**config.mk**
```make
export PLATFORM = sky130hd
export DESIGN_NAME = iopw_top
export DESIGN_NICKNAME = d
export VERILOG_FILES = /design/src/pkg/iopw_pkg.sv /design/src/design/iopw_top.sv /design/src/design/iopw_wdog.sv
export SDC_FILE = /design/constraint.sdc
export NUM_CORES = 1
export LEC_CHECK = 0
export BUFFER_PORTS_ARGS = -buffer_cell sky130_fd_sc_hd__clkbuf_2
export CAP_MARGIN = 20
export CORE_MARGIN = 4
export CORE_UTILIZATION = 52
export DETAILED_ROUTE_END_ITERATION = 7
export PLACE_DENSITY = 0.8
export SYNTH_ARGS = -nofsm -noshare
export SYNTH_HDL_FRONTEND = slang
export SYNTH_SLANG_ARGS = --single-unit
```
**constraint.sdc**
```tcl
create_clock -name clock -period 2.7 [get_ports clock]
set_input_delay 0.135 -clock clock [delete_from_list [all_inputs] [get_ports clock]]
set_output_delay 0.135 -clock clock [all_outputs]
set_load 0.05 [all_outputs]
```
**src/pkg/iopw_pkg.sv**
```systemverilog
// constants, types and helpers shared by the io pin block
package iopw_pkg;

  // ****************************************
  // sizes and timing
  // ****************************************
  localparam int          IOPW_NPINS         = 8;
  localparam int          IOPW_NLEDS         = 4;
  localparam int          IOPW_CLK_PERIOD_NS = 8;
  localparam logic [31:0] IOPW_BITE_TIMEOUT    = 32'h004C_4B40;

  // ****************************************
  // register byte offsets
  // ****************************************
  localparam logic [7:0] IOPW_OFF_DIR     = 8'h00;
  localparam logic [7:0] IOPW_OFF_DRAIN   = 8'h04;
  localparam logic [7:0] IOPW_OFF_INV     = 8'h08;
  localparam logic [7:0] IOPW_OFF_OUT     = 8'h0C;
  localparam logic [7:0] IOPW_OFF_IN      = 8'h10;
  localparam logic [7:0] IOPW_OFF_LED     = 8'h14;
  localparam logic [7:0] IOPW_OFF_TIMEOUT = 8'h18;
  localparam logic [7:0] IOPW_OFF_STATUS  = 8'h1C;
  localparam logic [7:0] IOPW_OFF_SERVICE = 8'h20;

  // ****************************************
  // field positions and reset values
  // ****************************************
  localparam int         IOPW_IN_NOT_LSB  = 8;
  localparam int         IOPW_ST_BITTEN   = 0;
  localparam int         IOPW_ST_AWAKE    = 1;
  localparam logic [3:0] IOPW_LED_RST     = 4'h0;

  // ****************************************
  // types
  // ****************************************
  typedef enum logic [1:0] {
    IOPW_WD_SLEEP  = 2'b00,
    IOPW_WD_RUN    = 2'b01,
    IOPW_WD_BITTEN = 2'b11
  } iopw_wd_e;

  typedef struct packed {
    logic [IOPW_NPINS-1:0] dir;
    logic [IOPW_NPINS-1:0] drain;
    logic [IOPW_NPINS-1:0] inv;
    logic [IOPW_NPINS-1:0] out;
  } iopw_cfg_s;

  localparam iopw_cfg_s IOPW_CFG_RST = '0;

  // longest time, so round down, but never below one cycle
  function automatic logic [31:0] iopw_ns_to_cycles(input logic [31:0] ns);
    logic [31:0] c;
    c = ns / 32'(IOPW_CLK_PERIOD_NS);
    return (c == 32'h0) ? 32'h1 : c;
  endfunction

endpackage

```
**src/design/iopw_top.sv**
```systemverilog
// io pins, indicator leds and host watchdog behind a wishbone slave
// Notes on behaviour
// input pin: undriven, pulled up, level reported, output value ignored
// push-pull output drives host value, inverted if selected
// open-drain: zero pulls low, one releases, pin level reads back
// drain and invert settings only matter while the pin is an output
// free pins fully configurable at run time
// claimed pins follow module direction; only drain and invert apply
// true and complemented sensed level reported for every pin
// one host bit per led; one lights it
// watchdog sleeps until first host access
// watchdog bites when service gap exceeds programmed ns timeout
// host services watchdog; each service restarts full timeout
// on bite all pins become pulled-up inputs, host traffic stops; the code still acks, status stays readable and clearable
// bite leaves module state alone; only pin connection changes
// bitten flag reads true after a bite, false otherwise
// host clears bitten flag; traffic resumes, pins back to load config
// timeout converted to clock cycles, decremented, bites at zero
module iopw_top
  import iopw_pkg::*;
#(
  parameter logic [31:0] BITE_BITE_TIMEOUT = IOPW_BITE_TIMEOUT
) (
  // clock and reset
  input  wire logic                  clock,
  input  wire logic                  rst,
  // wishbone slave
  input  wire logic                  wb_cyc_i,
  input  wire logic                  wb_stb_i,
  input  wire logic                  wb_we_i,
  input  wire logic [7:0]            wb_adr_i,
  input  wire logic [3:0]            wb_sel_i,
  input  wire logic [31:0]           wb_dat_i,
  output logic      [31:0]           wb_dat_o,
  output logic                       wb_ack_o,
  // function modules
  input  wire logic [IOPW_NPINS-1:0] mod_claim,
  input  wire logic [IOPW_NPINS-1:0] mod_dir,
  input  wire logic [IOPW_NPINS-1:0] mod_out,
  output logic      [IOPW_NPINS-1:0] mod_in,
  // pads
  input  wire logic [IOPW_NPINS-1:0] pin_i,
  output logic      [IOPW_NPINS-1:0] pin_o,
  output logic      [IOPW_NPINS-1:0] pin_oe_n,
  // board
  output logic      [IOPW_NLEDS-1:0] led_o,
  output logic                       wd_bitten
);

  // ****************************************
  // declarations
  // ****************************************
  logic                  ack_q;
  logic                  ack_d;
  logic [31:0]           rdat_q;
  logic [31:0]           rdat_d;
  iopw_cfg_s             cfg_q;
  iopw_cfg_s             cfg_d;
  logic [IOPW_NLEDS-1:0] led_q;
  logic [IOPW_NLEDS-1:0] led_d;
  logic [31:0]           tmo_q;
  logic [31:0]           tmo_d;
  logic [IOPW_NPINS-1:0] in_q;
  logic [IOPW_NPINS-1:0] pin_o_q;
  logic [IOPW_NPINS-1:0] pin_o_d;
  logic [IOPW_NPINS-1:0] oe_n_q;
  logic [IOPW_NPINS-1:0] oe_n_d;
  logic [IOPW_NPINS-1:0] eff_dir;
  logic [IOPW_NPINS-1:0] eff_val;
  logic [IOPW_NPINS-1:0] drv;
  logic                  req;
  logic                  take;
  logic                  wr_ok;
  logic                  wd_awake;
  logic                  wd_pet;
  logic                  wd_clear;
  logic [31:0]           wd_cycles;

  function automatic logic hit(input logic [7:0] adr, input logic [7:0] off);
    return adr[7:2] == off[7:2];
  endfunction

  // ****************************************
  // bus handshake
  // ****************************************
  assign req   = wb_cyc_i && wb_stb_i;
  assign take  = req && ack_q;
  assign wr_ok = take && wb_we_i && !wd_bitten;

  // status stays reachable while bitten, or nobody could recover
  assign wd_clear = take && wb_we_i && hit(wb_adr_i, IOPW_OFF_STATUS) &&
                    wb_sel_i[0] && !wb_dat_i[IOPW_ST_BITTEN];
  assign wd_pet   = wr_ok && hit(wb_adr_i, IOPW_OFF_SERVICE);
  assign wd_cycles = iopw_ns_to_cycles(tmo_q);

  always_comb begin
    ack_d  = req && !ack_q;
    rdat_d = rdat_q;
    if (req && !ack_q) begin
      rdat_d = 32'h0;
      if (hit(wb_adr_i, IOPW_OFF_STATUS)) begin
        rdat_d[IOPW_ST_BITTEN] = wd_bitten;
        rdat_d[IOPW_ST_AWAKE]  = wd_awake;
      end else if (!wd_bitten) begin
        if (hit(wb_adr_i, IOPW_OFF_DIR)) begin
          rdat_d[IOPW_NPINS-1:0] = cfg_q.dir;
        end else if (hit(wb_adr_i, IOPW_OFF_DRAIN)) begin
          rdat_d[IOPW_NPINS-1:0] = cfg_q.drain;
        end else if (hit(wb_adr_i, IOPW_OFF_INV)) begin
          rdat_d[IOPW_NPINS-1:0] = cfg_q.inv;
        end else if (hit(wb_adr_i, IOPW_OFF_OUT)) begin
          rdat_d[IOPW_NPINS-1:0] = cfg_q.out;
        end else if (hit(wb_adr_i, IOPW_OFF_IN)) begin
          rdat_d[IOPW_NPINS-1:0] = in_q;
          rdat_d[IOPW_IN_NOT_LSB +: IOPW_NPINS] = ~in_q;
        end else if (hit(wb_adr_i, IOPW_OFF_LED)) begin
          rdat_d[IOPW_NLEDS-1:0] = led_q;
        end else if (hit(wb_adr_i, IOPW_OFF_TIMEOUT)) begin
          rdat_d = tmo_q;
        end
      end
    end
  end

  always_ff @(posedge clock) begin
    if (rst) begin
      ack_q  <= 1'b0;
      rdat_q <= 32'h0;
    end else begin
      ack_q  <= ack_d;
      rdat_q <= rdat_d;
    end
  end

  assign wb_ack_o = ack_q;
  assign wb_dat_o = rdat_q;

  // ****************************************
  // register writes
  // ****************************************
  always_comb begin
    cfg_d = cfg_q;
    led_d = led_q;
    tmo_d = tmo_q;
    if (wd_bitten) begin
      // load-time settings are parked here so recovery restores them
      cfg_d = IOPW_CFG_RST;
    end else if (wr_ok) begin
      if (hit(wb_adr_i, IOPW_OFF_DIR) && wb_sel_i[0]) begin
        cfg_d.dir = wb_dat_i[IOPW_NPINS-1:0];
      end
      if (hit(wb_adr_i, IOPW_OFF_DRAIN) && wb_sel_i[0]) begin
        cfg_d.drain = wb_dat_i[IOPW_NPINS-1:0];
      end
      if (hit(wb_adr_i, IOPW_OFF_INV) && wb_sel_i[0]) begin
        cfg_d.inv = wb_dat_i[IOPW_NPINS-1:0];
      end
      if (hit(wb_adr_i, IOPW_OFF_OUT) && wb_sel_i[0]) begin
        cfg_d.out = wb_dat_i[IOPW_NPINS-1:0];
      end
      if (hit(wb_adr_i, IOPW_OFF_LED) && wb_sel_i[0]) begin
        led_d = wb_dat_i[IOPW_NLEDS-1:0];
      end
      if (hit(wb_adr_i, IOPW_OFF_TIMEOUT)) begin
        for (int b = 0; b < 4; b++) begin
          if (wb_sel_i[b]) begin
            tmo_d[8*b +: 8] = wb_dat_i[8*b +: 8];
          end
        end
      end
    end
  end

  always_ff @(posedge clock) begin
    if (rst) begin
      cfg_q <= IOPW_CFG_RST;
      led_q <= IOPW_LED_RST;
      tmo_q <= BITE_BITE_TIMEOUT;
    end else begin
      cfg_q <= cfg_d;
      led_q <= led_d;
      tmo_q <= tmo_d;
    end
  end

  assign led_o = led_q;

  // ****************************************
  // watchdog
  // ****************************************
  iopw_wdog u_wdog (
    .clock          (clock),
    .rst            (rst),
    .access         (take),
    .pet            (wd_pet),
    .clear          (wd_clear),
    .timeout_cycles (wd_cycles),
    .bitten         (wd_bitten),
    .awake          (wd_awake)
  );

  // ****************************************
  // pin drivers
  // ****************************************
  for (genvar g = 0; g < IOPW_NPINS; g++) begin : g_pin
    // claimed pins take direction and value from their module
    assign eff_dir[g] = mod_claim[g] ? mod_dir[g] : cfg_q.dir[g];
    assign eff_val[g] = mod_claim[g] ? mod_out[g] : cfg_q.out[g];
    assign drv[g]     = eff_val[g] ^ cfg_q.inv[g];
    // bite or input: released; drain: release on one; else drive
    assign oe_n_d[g]  = (wd_bitten || !eff_dir[g]) ? 1'b1 :
                        cfg_q.drain[g] ? drv[g] : 1'b0;
    assign pin_o_d[g] = (!wd_bitten && eff_dir[g] && !cfg_q.drain[g]) ?
                        drv[g] : 1'b0;
  end

  always_ff @(posedge clock) begin
    if (rst) begin
      pin_o_q <= '0;
      oe_n_q  <= '1;
      in_q    <= '0;
    end else begin
      pin_o_q <= pin_o_d;
      oe_n_q  <= oe_n_d;
      in_q    <= pin_i;
    end
  end

  assign pin_o    = pin_o_q;
  assign pin_oe_n = oe_n_q;
  assign mod_in   = in_q;
endmodule

```
**src/design/iopw_wdog.sv**
```systemverilog
// host watchdog: sleeps until first access, counts down, bites
module iopw_wdog
  import iopw_pkg::*;
(
  // clock and reset
  input  wire logic        clock,
  input  wire logic        rst,
  // host events
  input  wire logic        access,
  input  wire logic        pet,
  input  wire logic        clear,
  input  wire logic [31:0] timeout_cycles,
  // status
  output logic             bitten,
  output logic             awake
);

  iopw_wd_e    st_q;
  iopw_wd_e    st_d;
  logic [31:0] cnt_q;
  logic [31:0] cnt_d;

  always_comb begin
    st_d  = st_q;
    cnt_d = cnt_q;
    case (st_q)
      IOPW_WD_SLEEP: begin
        if (access) begin
          st_d  = IOPW_WD_RUN;
          cnt_d = timeout_cycles;
        end
      end
      IOPW_WD_RUN: begin
        // a service in the last cycle still counts as in time
        if (pet) begin
          cnt_d = timeout_cycles;
        end else if (cnt_q <= 32'h1) begin
          st_d  = IOPW_WD_BITTEN;
          cnt_d = 32'h0;
        end else begin
          cnt_d = cnt_q - 32'h1;
        end
      end
      IOPW_WD_BITTEN: begin
        // clear only acts here, so a fresh bite always wins
        if (clear) begin
          st_d  = IOPW_WD_RUN;
          cnt_d = timeout_cycles;
        end
      end
      default: begin
        st_d  = IOPW_WD_SLEEP;
        cnt_d = 32'h0;
      end
    endcase
  end

  always_ff @(posedge clock) begin
    if (rst) begin
      st_q  <= IOPW_WD_SLEEP;
      cnt_q <= 32'h0;
    end else begin
      st_q  <= st_d;
      cnt_q <= cnt_d;
    end
  end

  assign bitten = (st_q == IOPW_WD_BITTEN);
  assign awake  = (st_q != IOPW_WD_SLEEP);
endmodule

```
Word-level counts from Yosys, hierarchy flattened

Index checks and enable logic that the tools add are counted.

Memories: 0
Register bits: 159
Input bits: 81
Bits in latches: 0
Output and inout bits: 62
Bits in writable memories: 0
Memory bits (read-only): 0

Reductions and logical operators: 89
Eq/ne operators: 14
Shift operators: 0
Add/sub/neg operators: 1
Magnitude comparators: 1
Mux-type cells: 60
Multiply operators: 0
Divide/modulo/power cells: 0
Bitwise gates (word level): 18

Operators with widths:

| operator                                                               | count |
|---|---|
| 32-bit 2-to-1 mux                                                      | 15 |
| 24-bit 2-to-1 mux                                                      | 4 |
| 32-bit case mux with 3 select lines                                    | 1 |
| 2-bit OR reduction                                                     | 17 |
| 32-bit by 1-bit <= comparator with 1-bit output, second input constant | 1 |
| 32-bit zero test                                                       | 1 |
| 16-bit 2-to-1 mux                                                      | 2 |
| 8-bit 2-to-1 mux                                                       | 4 |
| 32-bit by 1-bit subtractor with 32-bit output, second input constant   | 1 |
| 1-bit logical AND                                                      | 30 |
| 30-bit 2-to-1 mux                                                      | 1 |
| 29-bit 2-to-1 mux                                                      | 1 |
| 28-bit 2-to-1 mux                                                      | 1 |
| 6-bit by 3-bit equality test with 1-bit output, second input constant  | 4 |
| 1-bit 2-to-1 mux                                                       | 24 |
| 4-bit AND reduction                                                    | 5 |
| 1-bit zero test                                                        | 19 |
| 6-bit by 2-bit equality test with 1-bit output, second input constant  | 2 |
| 2-bit 2-to-1 mux                                                       | 5 |
| 2-bit AND reduction                                                    | 5 |
| 1-bit inverter                                                         | 9 |
| 1-bit logical OR                                                       | 8 |
| 8-bit inverter                                                         | 1 |
| 1-bit XOR                                                              | 8 |
| other kinds (12)                                                       | 14 |

Logic depth before layout (Yosys ltp)

Gate-level depths: netlist of the first run.

Depth in word-level cells: 19
Gate-level depth with buffers: 8
Depth with buffers taken out: 7

Cells and area by module

From an unflattened synthesis of the first run, not the netlist that was laid out.

Cells, all modules: 940
Area, all modules: 7,927.6 µm²

Modules (own cells, without submodules):

| module    | seq. area each (µm²) | instances | cells each | area each (µm²) |
|---|---|---|---|---|
| iopw_top  | 2,502.4              | 1         | 601        | 5,432.7 |
| iopw_wdog | 680.7                | 1         | 339        | 2,494.9 |

Worst setup path after synthesis of the first run

Ideal clock, no wire load.

Path type: reg2reg
Start point: register ack_q, in the netlist wb_ack_o
End point: register u_wdog.cnt_q[13]
Path buffers: 1
Slack: 406 ps
Cell stages (with the launch flop): 7
Arrival: 2,177 ps
Cells stage by stage: dfxtp_1 > nand4_1 > o41ai_2 > a31o_2 > buf_4 > o21ai_0 > a32o_1

Longest elaborated chain between the ends: 7
Elaborated cells between the ends (all ways): 12

RTL lines:

| item                                                              | line                           | source |
|---|---|---|
| from (decl)                                                       | iopw_top.sv:53                 | `logic ack_q;` |
| from (signal assigned)                                            | iopw_top.sv:130                | `ack_q <= ack_d;` |
| 1-bit logical AND *                                               | iopw_top.sv:87                 | `assign take = req && ack_q;` |
| 1-bit logical AND                                                 | iopw_top.sv:88, iopw_top.sv:91 |  |
| 1-bit logical AND (2 in a row)                                    | iopw_top.sv:91                 | `assign wd_clear = take && wb_we_i && hit(wb_adr_i, IOPW_OFF_STATUS) &&` |
| 1-bit logical AND                                                 | iopw_top.sv:92                 | `wb_sel_i[0] && !wb_dat_i[IOPW_ST_BITTEN];` |
| 2-bit by 1-bit inequality test with 1-bit output (no source line) | --                             |  |
| 2-bit AND reduction (no source line)                              | --                             |  |
| to (signal assigned)                                              | iopw_wdog.sv:64                | `cnt_q <= cnt_d;` |
| to (decl)                                                         | iopw_wdog.sv:20                | `logic [31:0] cnt_q;` |

Mark *: on every way between the ends. The rest lies on a longest branch, timed or not.
A chain may end at the register's enable or synchronous reset.

Worst setup path in the final report of the first run

Start point: register u_wdog.cnt_q[0]
End point: register u_wdog.cnt_q[24]

Longest elaborated chain between the ends: 4
Elaborated cells between the ends (all ways): 5

RTL lines:

| item                                                                                                                    | line                             | source |
|---|---|---|
| 32-bit by 1-bit subtractor with 32-bit output / 32-bit by 1-bit <= comparator with 1-bit output (equally long branches) | iopw_wdog.sv:41, iopw_wdog.sv:37 |  |
| 32-bit 2-to-1 mux *                                                                                                     | iopw_wdog.sv:37                  | `end else if (cnt_q <= 32'h1) begin` |
| 32-bit 2-to-1 mux *                                                                                                     | iopw_wdog.sv:35                  | `if (pet) begin` |
| 32-bit case mux with 3 select lines *                                                                                   | iopw_wdog.sv:26                  | `case (st_q)` |

Marked as above.

==> summary.txt, run 1 <==
Run status
  – Result of the run: finished clean

Worst hold path
  – Terminating pin of the worst hold path: tmo_q[8]
  – Hold wc startpoint: wb_dat_i[8]
  – Hold Crit Class: primary input to flip-flop
  – Count of cells along the worst hold path: 3

Yosys
  – Post-Synthesis Net Count: 955
  – Instance count of the mapped netlist: 868
  – Fraction of post-synthesis cell area in the top cell type by area: 41.7%
  – Yosys cell types: 76
  – Largest cells by area after synthesis: sky130_fd_sc_hd__dfxtp_1 42%, sky130_fd_sc_hd__mux2i_1 8.0%, sky130_fd_sc_hd__nor2_1 4.6%, sky130_fd_sc_hd__a21oi_1 3.6%, sky130_fd_sc_hd__nand2_1 3.4%
  – Ys async rst share: 0%
  – Flop and latch count out of synthesis: 159
  – Mean area per synthesized cell: 8.79 um^2
  – Post-synthesis sequential area ratio: 41.7%
  – Mapped cell area: 0.00763 mm^2
  – Synth warnings: 0
  – Commonest register cell after synthesis: sky130_fd_sc_hd__dfxtp_1
  – EDFF count, synth: 0
  – Largest area contributor in the netlist: sky130_fd_sc_hd__dfxtp_1

Power
  – Internal power: 4.96 mW
  – Pwr Density: 864 mW/mm^2
  – Total net switching power: 3.23 mW
  – Relative contribution of combinational cells to total power: 39.9%
  – Peak supply drop: 0.586 mV
  – Share of total power in sequential cells: 32.3%
  – Switching power as a share of total power: 39.4%
  – Clock network power share: 27.8%
  – Leakage power summed over all cells: 3.94 nW

STA
  – Count of final hold-check violations: 0
  – Final clock period utilization by the worst path: 89.4%
  – Max-slew violation count: 0
  – Final min period: 2410 ps
  – Worst setup skew after layout: 7.93 ps
  – Slew margin rel.: 41.0%
  – Setup repair after global routing missed its margin: no
  – Max Fclk: 0.414 GHz
  – Endpoints failing setup: 0
  – Final-layout setup total negative slack: 0 ps
  – Actual slew at the worst max-slew pin: 884 ps

Final layout
  – FILL cells: 1127
  – Combined flip-flop and latch cell area: 0.00318 mm^2
  – Area growth from synthesis to layout: 24.2%
  – Fraction of the core area covered by cells at the end of the flow: 67.2%
  – Nets: 1129
  – ANT cells: 0
  – Area of the multi-input gates: 0.00411 mm^2
  – Share of layout cells above drive strength 1: 22.4%

Floorplan
  – Floorplan core area: 0.0141 mm^2
  – Initial standard-cell utilization of the core: 54.1%
  – Boundary pin count: 143
  – Vert. Die Dim: 129 um
  – Die width: 129 um
  – Row count: 43
  – Total die area: 0.0167 mm^2

Worst setup path
  – Critical-path cell with the highest stage delay: sky130_fd_sc_hd__a31oi_2
  – Startpoint of the most critical register-to-register path: u_wdog.cnt_q[0]
  – Slack of the worst reg-to-reg path: 290 ps
  – Maximum fanout count along the critical path: 13
  – Crit path capture type: flip-flop
  – Critical R2R Capture: u_wdog.cnt_q[24]
  – Classification of the worst setup path: flip-flop to flip-flop
  – CP peak stage delay: 670 ps
  – Type of origin of the critical path: flip-flop
  – CP Cell Sequence: inv_1, ha_1, o21bai_1, nor4_2, a31oi_2, o21ai_0, a221oi_1
  – Worst endpoint required time: 3020 ps
  – Path depth of the worst reg2reg path: 7
  – Arrival time at the worst endpoint: 2740 ps

CTS
  – Count of H-tree levels built during CTS: 4
  – Inserted Clock Buffers: 17
  – Clock Root Buffer: sky130_fd_sc_hd__clkbuf_16
  – CTS sink count: 159
  – Clock Tree Buf Depth: 2
  – Post-CTS resize count: 0
  – Clock Latency Late Sink: 430 ps
  – Clock tree from TritonCTS: built
  – Clock Pin Slew Worst Setup and Hold Paths: 60 ps

Detailed routing
  – Post-detailed-route DRC marker count: 0
  – Number of vias in the routed layout: 7732
  – Detailed route wirelength on metal3: 2430 um
  – Aggregate routed wire length: 23800 um
  – Met2 Wirelength: 10500 um
  – Number of iterations in the first detailed-routing pass: 6
  – Length of routed wiring on met1: 10100 um
  – Detailed-route wire length per cell: 19.3 um
  – Via/cell ratio: 6.26
  – Remaining antenna violation count: 0
  – DRC violation total after the first TritonRoute iteration: 972
  – Highest metal layer with signal wires: met4

Global route
  – Antenna violations before repair: 0
  – Global-route wire length before repair: 37800 um
  – Maximum number of pins on one net before global-route repair: 49
  – Via count of the first global-routing pass: 7331
  – Global-route usage over all layers: 28.6%
  – Leftover overflow at the end of global routing: 0

Place
  – Quantity of I/O buffers inserted on ports: 140
  – Routability-driven placement congestion ratio: 0.951
  – HPWL Detailed: 16300 um

Job
  – MaxCap Viol Count: 0
## final cells by class
cell class / count / area share, %
Sequential cell: 159 / 33.6
Inverter: 21 / 0.832
Multi-Input combinational cell: 635 / 43.4
Clock buffer: 22 / 5.11
Timing Repair Buffer: 208 / 13.9
Tap cell: 180 / 2.38
Clock inverter: 10 / 0.805
## kinds of logic (layout without fill, tap and decap cells)
kind of cell	count (synthesis)	count (layout)	share of synthesized area, %
compound gates	225	225	20.6
fa+ha+maj	6	6	0.984
simple gates	329	329	22.3
buf+inv	74	261	4.31
flops	159	159	41.7
xor+xnor	10	10	1.15
mux	65	65	8.89
## Yosys cell counts (9+ instances only)
master / number
sky130_fd_sc_hd__inv_1: 21
sky130_fd_sc_hd__or3_1: 9
sky130_fd_sc_hd__o22ai_1: 10
sky130_fd_sc_hd__buf_2: 11
sky130_fd_sc_hd__nor2b_1: 16
sky130_fd_sc_hd__clkbuf_1: 32
sky130_fd_sc_hd__nand3_1: 45
sky130_fd_sc_hd__mux2i_1: 61
sky130_fd_sc_hd__dfxtp_1: 159
sky130_fd_sc_hd__o21ai_0: 36
sky130_fd_sc_hd__nor2_1: 93
sky130_fd_sc_hd__a22oi_1: 31
sky130_fd_sc_hd__nor3_1: 15
sky130_fd_sc_hd__nand3b_1: 9
sky130_fd_sc_hd__a21oi_1: 55
sky130_fd_sc_hd__nand2_1: 69
sky130_fd_sc_hd__a32oi_1: 11
sky130_fd_sc_hd__xor2_1: 10
sky130_fd_sc_hd__nand4_1: 12
sky130_fd_sc_hd__nor4_1: 21
## routing by layer
layer / vias up / GRT usage (%)
met5: - / 0
met4: 0 / 12.2
met3: 70 / 8.24
met2: 470 / 43.0
met1: 3607 / 38.6
li1: 3585 / -
## per-stage QoR
stage | total power [mW] | instances | setup WS, ps | area [um^2] | hold WS [ps]
floorplan | 4.74 | 868 | 406 | 7630 | 263
global placement | 5.72 | 1172 | 456 | 8600 | 343
detailed placement | 5.77 | 1172 | 394 | 8600 | 349
CTS | 8.08 | 1235 | 331 | 9480 | 3.75
global route | 8.54 | 1235 | 161 | 9480 | 4.97
finish | 8.19 | 1235 | 286 | 9480 | 1.88
## worst max-delay path by stage
| stage | start | end | slack [ps] |
|---|---|---|---|
| final | u_wdog.cnt_q[0] | u_wdog.cnt_q[24] | 290 |
| after global routing | u_wdog.cnt_q[0] | u_wdog.cnt_q[24] | 160 |
| after CTS | u_wdog.cnt_q[0] | u_wdog.cnt_q[24] | 330 |
| after detailed placement | u_wdog.cnt_q[0] | u_wdog.cnt_q[28] | 390 |
| after global placement | u_wdog.cnt_q[23] | u_wdog.cnt_q[17] | 460 |
| after floorplan | wb_ack_o | u_wdog.cnt_q[13] | 410 |
## flip-flops by register name, summed over array words and instances, names as in the netlist
| register | count |
|---|---|
| pin_oe_n | 8 |
| tmo_q | 32 |
| wb_ack_o | 1 |
| wb_dat_o | 32 |
| u_wdog.st_q | 2 |
| led_o | 4 |
| mod_in | 8 |
| cfg_q | 32 |
| pin_o | 8 |
| u_wdog.cnt_q | 32 |
## layout by cell type (no fill, tap or decap), drive strengths merged, types with 11 or more instances in the layout
cell type / netlist / final
nand2: 69 / 69
nand3: 45 / 45
nand4: 12 / 12
a21oi: 55 / 55
dfxtp: 159 / 159
nor4: 25 / 25
o21ai: 39 / 39
clkbuf: 32 / 162
nor3: 16 / 16
mux2i: 61 / 61
nor2b: 16 / 16
nor2: 94 / 94
a32oi: 11 / 11
a22oi: 31 / 31
dlygate4sd3: 0 / 31
inv: 21 / 24
buf: 21 / 37
## power by group through the flow
stage               combinational, mW  sequential (mW)  clock [mW]
floorplan                        2.03             2.71           0
detailed placement               3.09             2.68           0
finish                           3.27             2.64        2.28
global placement                 3.04             2.68           0
CTS                              3.16             2.63        2.29
global route                     3.50             2.66        2.39
## timing repair
action                    CTS  global route
hold endpoints to repair   31             0
buffers inserted            0             0
hold buffers               31             0
## critical path: cells and delay by family, from the launching register on
family	cells	cell delay, ps
AO/OA/AOI/OAI	4	1490
adder cells (fa/ha/maj)	1	270
buffers and inverters	1	70
flip-flops	1	400
AND/OR/NAND/NOR	1	80
Note: power is estimated with default switching activity, not from simulation.
==> run 2, diff against run 1 <==
--- a/config.mk
+++ b/config.mk
@@ -9,6 +9,7 @@
 export CAP_MARGIN = 20
 export CORE_MARGIN = 4
 export CORE_UTILIZATION = 52
+export CTS_BUF_LIST = sky130_fd_sc_hd__clkbuf_8
 export DETAILED_ROUTE_END_ITERATION = 7
 export PLACE_DENSITY = 0.8
 export SYNTH_ARGS = -nofsm -noshare
==> summary.txt, run 2 (synthesis results as in run 1) <==
Run status
  – Result of the run: finished clean (unchanged)

Worst setup path
  – Startpoint of the most critical register-to-register path: u_wdog.cnt_q[0] (unchanged)
  – CP Launch Point: u_wdog.cnt_q[0] (unchanged)
  – Critical-path cell with the highest stage delay: sky130_fd_sc_hd__or4b_1 (was sky130_fd_sc_hd__a31oi_2)
  – Path depth of the worst reg2reg path: 8 (was 7)
  – Type of origin of the critical path: flip-flop (unchanged)
  – Crit path capture type: flip-flop (unchanged)
  – Arrival time at the worst endpoint: 2710 ps (was 2740 ps)
  – Worst endpoint required time: 3070 ps (was 3020 ps)
  – Critical R2R Capture: u_wdog.cnt_q[28] (was u_wdog.cnt_q[24])
  – Maximum fanout count along the critical path: 6 (was 13)
  – CP Cell Sequence: inv_1, ha_1, or4b_1, nor2_2, buf_4, and4_1, o21ai_0, a32o_1 (was inv_1, ha_1, o21bai_1, nor4_2, a31oi_2, o21ai_0, a221oi_1)
  – Classification of the worst setup path: flip-flop to flip-flop (unchanged)
  – Slack of the worst reg-to-reg path: 370 ps (was 290 ps)
  – CP peak stage delay: 620 ps (was 670 ps)

Place
  – Placed instance count: 1172 (unchanged)
  – Routability-driven placement congestion ratio: 0.951 (unchanged)
  – Quantity of I/O buffers inserted on ports: 140 (unchanged)
  – HPWL Detailed: 16300 um (unchanged)

Floorplan
  – Die width: 129 um (unchanged)
  – Floorplan core area: 0.0141 mm^2 (unchanged)
  – Initial standard-cell utilization of the core: 54.1% (unchanged)
  – Total die area: 0.0167 mm^2 (unchanged)
  – Row count: 43 (unchanged)
  – Vert. Die Dim: 129 um (unchanged)
  – Boundary pin count: 143 (unchanged)

CTS
  – Clock Pin Slew Worst Setup and Hold Paths: 90 ps (was 60 ps)
  – Clock Latency Late Sink: 480 ps (was 430 ps)
  – Clock Root Buffer: sky130_fd_sc_hd__clkbuf_8 (was sky130_fd_sc_hd__clkbuf_16)
  – Inserted Clock Buffers: 17 (unchanged)
  – Clock tree from TritonCTS: built (unchanged)
  – Clock Tree Buf Depth: 2 (unchanged)
  – Count of H-tree levels built during CTS: 4 (unchanged)
  – Post-CTS resize count: 0 (unchanged)
  – CTS sink count: 159 (unchanged)

Final layout
  – Area of the multi-input gates: 0.00411 mm^2 (unchanged)
  – FILL cells: 1130 (was 1127)
  – Fraction of the core area covered by cells at the end of the flow: 66.4% (was 67.2%)
  – Combined flip-flop and latch cell area: 0.00318 mm^2 (unchanged)
  – Most frequent cells in the layout: 159 x sky130_fd_sc_hd__dfxtp_1, 140 x sky130_fd_sc_hd__clkbuf_2, 93 x sky130_fd_sc_hd__nor2_1, 69 x sky130_fd_sc_hd__nand2_1, 61 x sky130_fd_sc_hd__mux2i_1 (unchanged)
  – Nets: 1136 (was 1129)
  – Number of standard cells in the layout, taps in and fillers out: 1242 (was 1235)
  – Most common cell after layout, fill and taps aside: sky130_fd_sc_hd__dfxtp_1 (unchanged)
  – ANT cells: 0 (unchanged)
  – Share of layout cells above drive strength 1: 22.2% (was 22.4%)
  – Area growth from synthesis to layout: 22.7% (was 24.2%)

Power
  – Internal power: 4.42 mW (was 4.96 mW)
  – Leakage power summed over all cells: 3.89 nW (was 3.94 nW)
  – Share of total power in sequential cells: 35.0% (was 32.3%)
  – Total net switching power: 3.13 mW (was 3.23 mW)
  – Switching power as a share of total power: 41.4% (was 39.4%)
  – Peak supply drop: 0.620 mV (was 0.586 mV)
  – Pwr Density: 807 mW/mm^2 (was 864 mW/mm^2)
  – Clock network power share: 22.1% (was 27.8%)
  – Relative contribution of combinational cells to total power: 43.0% (was 39.9%)

Detailed routing
  – Detailed-route wire length per cell: 18.9 um (was 19.3 um)
  – Aggregate routed wire length: 23400 um (was 23800 um)
  – Post-detailed-route DRC marker count: 0 (unchanged)
  – Number of iterations in the first detailed-routing pass: 5 (was 6)
  – Remaining antenna violation count: 0 (unchanged)
  – Via/cell ratio: 6.18 (was 6.26)
  – Number of vias in the routed layout: 7677 (was 7732)
  – DRC violation total after the first TritonRoute iteration: 843 (was 972)

Global route
  – Leftover overflow at the end of global routing: 0 (unchanged)
  – Global-route wire length before repair: 37500 um (was 37800 um)
  – Via count of the first global-routing pass: 7271 (was 7331)
  – Maximum number of pins on one net before global-route repair: 49 (unchanged)
  – Global-route usage over all layers: 28.2% (was 28.6%)
  – Antenna violations before repair: 0 (unchanged)

STA
  – Max-slew violation count: 0 (unchanged)
  – Actual slew at the worst max-slew pin: 887 ps (was 884 ps)
  – Max Fclk: 0.429 GHz (was 0.414 GHz)
  – Slew margin rel.: 40.9% (was 41.0%)
  – Setup repair after global routing missed its margin: no (unchanged)
  – Count of final hold-check violations: 0 (unchanged)
  – Final clock period utilization by the worst path: 86.4% (was 89.4%)
  – Final min period: 2330 ps (was 2410 ps)
  – Worst setup skew after layout: 12.7 ps (was 7.93 ps)
  – Endpoints failing setup: 0 (unchanged)
  – Final-layout setup total negative slack: 0 ps (unchanged)

Job
  – MaxCap Viol Count: 0 (unchanged)

Worst hold path
  – Hold Crit Class: primary input to flip-flop (unchanged)
  – Terminating pin of the worst hold path: tmo_q[6] (was tmo_q[8])
  – Count of cells along the worst hold path: 3 (unchanged)
  – Hold wc startpoint: wb_dat_i[6] (was wb_dat_i[8])
run 2: cell count changes in the layout (fill, tap and decap cells not counted):
cell / before / now
sky130_fd_sc_hd__clkbuf_16: 17 / 0
sky130_fd_sc_hd__clkbuf_8: 4 / 21
sky130_fd_sc_hd__dlygate4sd3_1: 31 / 38
sky130_fd_sc_hd__clkbuf_1: 1 / 0
sky130_fd_sc_hd__inv_1: 21 / 22
run 2: metrics by stage:
step	instance area, um^2	setup WS [ps]	total power, mW	hold WS, ps
after floorplan	7630	406	4.74	263
after global routing	9350	240	7.90	22.0
after global placement	8600	456	5.72	343
after CTS	9350	387	7.43	5.01
after detailed placement	8600	394	5.77	349
final	9350	368	7.55	9.18
run 2: worst max path at each step:
stage,cells after the start,end,slack [ps]
6_report,8,u_wdog.cnt_q[28],370
5_1_grt,6,u_wdog.cnt_q[14],240
4_1_cts,8,u_wdog.cnt_q[28],390
3_5_place_dp,8,u_wdog.cnt_q[28],390
3_3_place_gp,6,u_wdog.cnt_q[17],460
2_1_floorplan,6,u_wdog.cnt_q[13],410
run 2: per-layer routing:
metal / routed length, um / track usage (%) / vias up / part of all wire, %
li1: - / - / 3584 / -
met1: 9960 / 38.8 / 3617 / 42
met2: 10500 / 42.8 / 418 / 45
met3: 2330 / 7.17 / 58 / 9.9
met4: 637 / 11.1 / 0 / 2.7
met5: 0 / 0 / - / 0
run 2: what timing repair did:
action / CTS / global route
endpoints found under the hold margin: 48 / 0
hold buffers: 38 / 0
setup buffers: 0 / 0
setup endpoints to repair: 0 / 0
run 2: critical path: cells and delay by family (launching register included):
family	cells	cell delay, ps
flip-flops	1	360
adder cells (fa/ha/maj)	1	260
AND/OR/NAND/NOR	3	1010
AO/OA/AOI/OAI	2	350
buffers and inverters	2	250
run 2: power groups by stage:
| stage | clock network (mW) | logic, mW | registers, mW |
|---|---|---|---|
| after floorplan | 0 | 2.03 | 2.71 |
| after global placement | 0 | 3.04 | 2.68 |
| after detailed placement | 0 | 3.09 | 2.68 |
| after CTS | 1.66 | 3.14 | 2.63 |
| after global routing | 1.76 | 3.48 | 2.66 |
| final | 1.66 | 3.24 | 2.64 |
run 2: layout make-up:
cell class / instances / area share, %
Tap cell: 180 / 2.41
Clock inverter: 11 / 0.856
Sequential cell: 159 / 34.0
Clock buffer: 21 / 3.09
Timing Repair Buffer: 215 / 14.8
Inverter: 21 / 0.843
Multi-Input combinational cell: 635 / 44.0
==> run 3, diff against run 2 <==
--- a/config.mk
+++ b/config.mk
@@ -5,6 +5,7 @@
 export SDC_FILE = /design/constraint.sdc
 export NUM_CORES = 1
 export LEC_CHECK = 0
+export ABC_AREA = 1
 export BUFFER_PORTS_ARGS = -buffer_cell sky130_fd_sc_hd__clkbuf_2
 export CAP_MARGIN = 20
 export CORE_MARGIN = 4
==> summary.txt, run 3 <==
Global route
  – Global-route usage over all layers: 27.3% (was 28.2%)
  – M1 GR Usage: 38.0% (was 38.8%)
  – Maximum number of pins on one net before global-route repair: 57 (was 49)
  – GR Util met2: 42.4% (was 42.8%)
  – Global-route wire length before repair: 39000 um (was 37500 um)
  – Global routing met3 resource utilization: 5.62% (was 7.17%)
  – Via count of the first global-routing pass: 7803 (was 7271)
  – Antenna violations before repair: 0 (unchanged)
  – Leftover overflow at the end of global routing: 0 (unchanged)
  – Most used routing layer: met2 (unchanged)

Detailed routing
  – Remaining antenna violation count: 0 (unchanged)
  – Post-detailed-route DRC marker count: 0 (unchanged)
  – Number of vias in the routed layout: 8257 (was 7677)
  – Number of iterations in the first detailed-routing pass: 5 (unchanged)
  – DRC violation total after the first TritonRoute iteration: 711 (was 843)
  – Detailed-route wire length per cell: 15.5 um (was 18.9 um)
  – Aggregate routed wire length: 23500 um (was 23400 um)
  – Via/cell ratio: 5.46 (was 6.18)

Run status
  – Result of the run: finished clean (unchanged)

Worst setup path
  – Startpoint of the most critical register-to-register path: u_wdog.st_q[0] (was u_wdog.cnt_q[0])
  – Classification of the worst setup path: flip-flop to flip-flop (unchanged)
  – Crit path to: pin_oe_n[2] (was u_wdog.cnt_q[28])
  – Worst endpoint required time: 3050 ps (was 3070 ps)
  – Critical-path cell with the highest stage delay: sky130_fd_sc_hd__dlygate4sd3_1 (was sky130_fd_sc_hd__or4b_1)
  – CP Cell Sequence: ha_1, nor2_2, buf_4, o21ai_0, a21oi_1, dlygate4sd3_1, o21ai_0 (was inv_1, ha_1, or4b_1, nor2_2, buf_4, and4_1, o21ai_0, a32o_1)
  – Critical R2R Capture: pin_oe_n[2] (was u_wdog.cnt_q[28])
  – Crit path max-delay family: buffers and inverters (was simple AND/OR/NAND/NOR gates)
  – Buffering stage count on the worst path with inverters included: 2 (unchanged)
  – Slack of the worst reg-to-reg path: 410 ps (was 370 ps)
  – CP peak stage delay: 580 ps (was 620 ps)
  – Depth of the critical timing path with buffers and inverters included: 7 (was 8)
  – CP Launch Point: u_wdog.st_q[0] (was u_wdog.cnt_q[0])
  – Arrival time at the worst endpoint: 2640 ps (was 2710 ps)
  – Cell mode on critical path: sky130_fd_sc_hd__o21ai_0
  – Path depth of the worst reg2reg path: 7 (was 8)
  – Crit path capture type: flip-flop (unchanged)
  – Maximum fanout count along the critical path: 40 (was 6)
  – Type of origin of the critical path: flip-flop (unchanged)

Worst hold path
  – Count of cells along the worst hold path: 4 (was 3)
  – Hold Crit Class: primary input to flip-flop (unchanged)

Floorplan
  – Row count: 44 (was 43)
  – Floorplan core area: 0.0147 mm^2 (was 0.0141 mm^2)
  – Initial standard-cell utilization of the core: 53.8% (was 54.1%)
  – Vert. Die Dim: 131 um (was 129 um)
  – Die width: 131 um (was 129 um)
  – Total die area: 0.0172 mm^2 (was 0.0167 mm^2)
  – Boundary pin count: 143 (unchanged)

CTS
  – Clock tree from TritonCTS: built (unchanged)
  – Inserted Clock Buffers: 17 (unchanged)
  – Clock Root Buffer: sky130_fd_sc_hd__clkbuf_8 (unchanged)
  – Clock Pin Slew Worst Setup and Hold Paths: 90 ps (about the same)
  – Post-CTS resize count: 0 (unchanged)
  – Hold Buf Count CTS: 54 (was 38)
  – Clock Latency Late Sink: 470 ps (was 480 ps)
  – Setup fix buffers added after clock tree synthesis: 0 (unchanged)
  – Count of H-tree levels built during CTS: 4 (unchanged)
  – CTS sink count: 159 (unchanged)
  – Clock Tree Buf Depth: 2 (unchanged)

Final layout
  – Area growth from synthesis to layout: 21.7% (was 22.7%)
  – Most frequent cells in the layout: 266 x sky130_fd_sc_hd__nand2_1, 159 x sky130_fd_sc_hd__dfxtp_1, 140 x sky130_fd_sc_hd__clkbuf_2, 133 x sky130_fd_sc_hd__a21oi_1, 119 x sky130_fd_sc_hd__nor2_1 (was 159 x sky130_fd_sc_hd__dfxtp_1, 140 x sky130_fd_sc_hd__clkbuf_2, 93 x sky130_fd_sc_hd__nor2_1, 69 x sky130_fd_sc_hd__nand2_1, 61 x sky130_fd_sc_hd__mux2i_1)
  – Nets: 1403 (was 1136)
  – Share of layout cells above drive strength 1: 17.9% (was 22.2%)
  – ANT cells: 0 (unchanged)
  – Most common cell after layout, fill and taps aside: sky130_fd_sc_hd__nand2_1 (was sky130_fd_sc_hd__dfxtp_1)

Power
  – PnR Total Power: 7.04 mW (was 7.55 mW)
  – Leakage power summed over all cells: 4.37 nW (was 3.89 nW)
  – Pwr Density: 731 mW/mm^2 (was 807 mW/mm^2)
  – Peak supply drop: 0.566 mV (was 0.620 mV)

STA
  – Slew margin rel.: 54.0% (was 40.9%)
  – Setup ws final: 414 ps (was 368 ps)
  – Final-layout setup total negative slack: 0 ps (unchanged)
  – Endpoints failing setup: 0 (unchanged)
  – Final clock period utilization by the worst path: 84.7% (was 86.4%)
  – Final min period: 2290 ps (was 2330 ps)
  – Actual slew at the worst max-slew pin: 689 ps (was 887 ps)
  – Worst setup skew after layout: 13.6 ps (was 12.7 ps)
  – Max-slew violation count: 0 (unchanged)
  – Setup repair after global routing missed its margin: no (unchanged)
  – Count of final hold-check violations: 0 (unchanged)
  – Max Fclk: 0.437 GHz (was 0.429 GHz)

Job
  – MaxCap Viol Count: 0 (unchanged)

Yosys
  – Instance count of the mapped netlist: 1135 (was 868)
  – Yosys cell types: 41 (was 76)
  – Count leader, synth: sky130_fd_sc_hd__nand2_1 (was sky130_fd_sc_hd__dfxtp_1)
  – EDFF count, synth: 0 (unchanged)
  – Post-synthesis sequential area ratio: 40.2% (was 41.7%)
  – Ys async rst share: 0% (unchanged)
  – Mean area per synthesized cell: 6.97 um^2 (was 8.79 um^2)
  – Post-Synthesis Net Count: 1222 (was 955)
  – Flop and latch count out of synthesis: 159 (unchanged)
  – Top cells by instance count after synthesis: 266 x sky130_fd_sc_hd__nand2_1, 159 x sky130_fd_sc_hd__dfxtp_1, 133 x sky130_fd_sc_hd__a21oi_1 (was 159 x sky130_fd_sc_hd__dfxtp_1, 93 x sky130_fd_sc_hd__nor2_1, 69 x sky130_fd_sc_hd__nand2_1)
  – Commonest register cell after synthesis: sky130_fd_sc_hd__dfxtp_1 (unchanged)
  – Largest cells by area after synthesis: sky130_fd_sc_hd__dfxtp_1 40%, sky130_fd_sc_hd__nand2_1 13%, sky130_fd_sc_hd__a21oi_1 8.4%, sky130_fd_sc_hd__o21ai_0 5.8%, sky130_fd_sc_hd__nor2_1 5.7% (was sky130_fd_sc_hd__dfxtp_1 42%, sky130_fd_sc_hd__mux2i_1 8.0%, sky130_fd_sc_hd__nor2_1 4.6%, sky130_fd_sc_hd__a21oi_1 3.6%, sky130_fd_sc_hd__nand2_1 3.4%)
  – Fraction of post-synthesis cell area in the top cell type by area: 40.2% (was 41.7%)
  – Largest area contributor in the netlist: sky130_fd_sc_hd__dfxtp_1 (unchanged)
  – Synth warnings: 0 (unchanged)
  – Mapped cell area: 0.00791 mm^2 (was 0.00763 mm^2)

Place
  – HPWL Detailed: 16700 um (was 16300 um)
  – Setup Slack @ Placement: 545 ps (was 394 ps)
  – Quantity of I/O buffers inserted on ports: 140 (unchanged)
  – Routability-driven placement congestion ratio: 0.949 (was 0.951)
[run 3: cell count changes in the layout (fill, tap and decap cells not counted), sizes merged, moves of 19 or more]
cell,before,now
nand2,69,275
inv,25,117
o21ai,39,123
a21oi,55,136
mux2i,61,4
nor2,94,131
a22oi,31,0
buf,37,12
nand3,45,65
nor4,25,6
[run 3: worst min path at each step]
stage | endpoint | from | slack (ps)
after floorplan | mod_in[0] | pin_i[0] | 240
after global placement | mod_in[4] | pin_i[4] | 330
after detailed placement | mod_in[4] | pin_i[4] | 330
after CTS | pin_oe_n[5] | mod_claim[5] | 1
after global routing | pin_o[5] | mod_claim[5] | 40
final | pin_oe_n[5] | mod_claim[5] | 20
[run 3: area by class of cell]
| class | count | area, um^2 |
|---|---|---|
| Tap cell | 184 | 230 |
| Fill cell | 1296 | 5070 |
| Multi-Input combinational cell | 821 | 4060 |
| Sequential cell | 159 | 3180 |
| Clock inverter | 14 | 155 |
| Inverter | 111 | 419 |
| Timing Repair Buffer | 206 | 1330 |
| Clock buffer | 18 | 248 |
[run 3: logic make-up after synthesis]
| logic type | after synthesis | share of synthesized area, % |
|---|---|---|
| simple gates | 514 | 29.3 |
| compound gates | 270 | 17.6 |
| flops | 159 | 40.2 |
| buf+inv | 155 | 8.46 |
| xor+xnor | 27 | 2.99 |
| fa+ha+maj | 6 | 0.949 |
| mux | 4 | 0.506 |
[run 3: routing by layer]
metal  vias up  part of all wire [%]
met1      3764                    45
met4         0                   2.3
met2       359                    44
met3        51                   8.2
li1       4083                     -
met5         -                     0
[run 3: power by group]
part	leakage, nW	switching (mW)	internal (mW)
registers	1.29	0.115	2.46
logic	2.87	1.79	0.865
clock network	0.207	0.948	0.864
total	4.37	2.85	4.19
[run 3: tightest hold or removal path, stage by stage]
cell,delay [ps]
sky130_fd_sc_hd__clkbuf_2,100
sky130_fd_sc_hd__nor2_1,50
sky130_fd_sc_hd__nor2_1,80
sky130_fd_sc_hd__o21ai_0,70
[run 3: metrics by stage]
step,util [%],instances,hold slack (ps),cell area [um^2]
floorplan,-,1135,242,7910
global placement,59.1,1427,331,8680
detailed placement,59.1,1427,334,8680
CTS,65.5,1513,1.12,9630
global route,65.5,1513,40.8,9630
finish,65.5,1513,19.7,9630
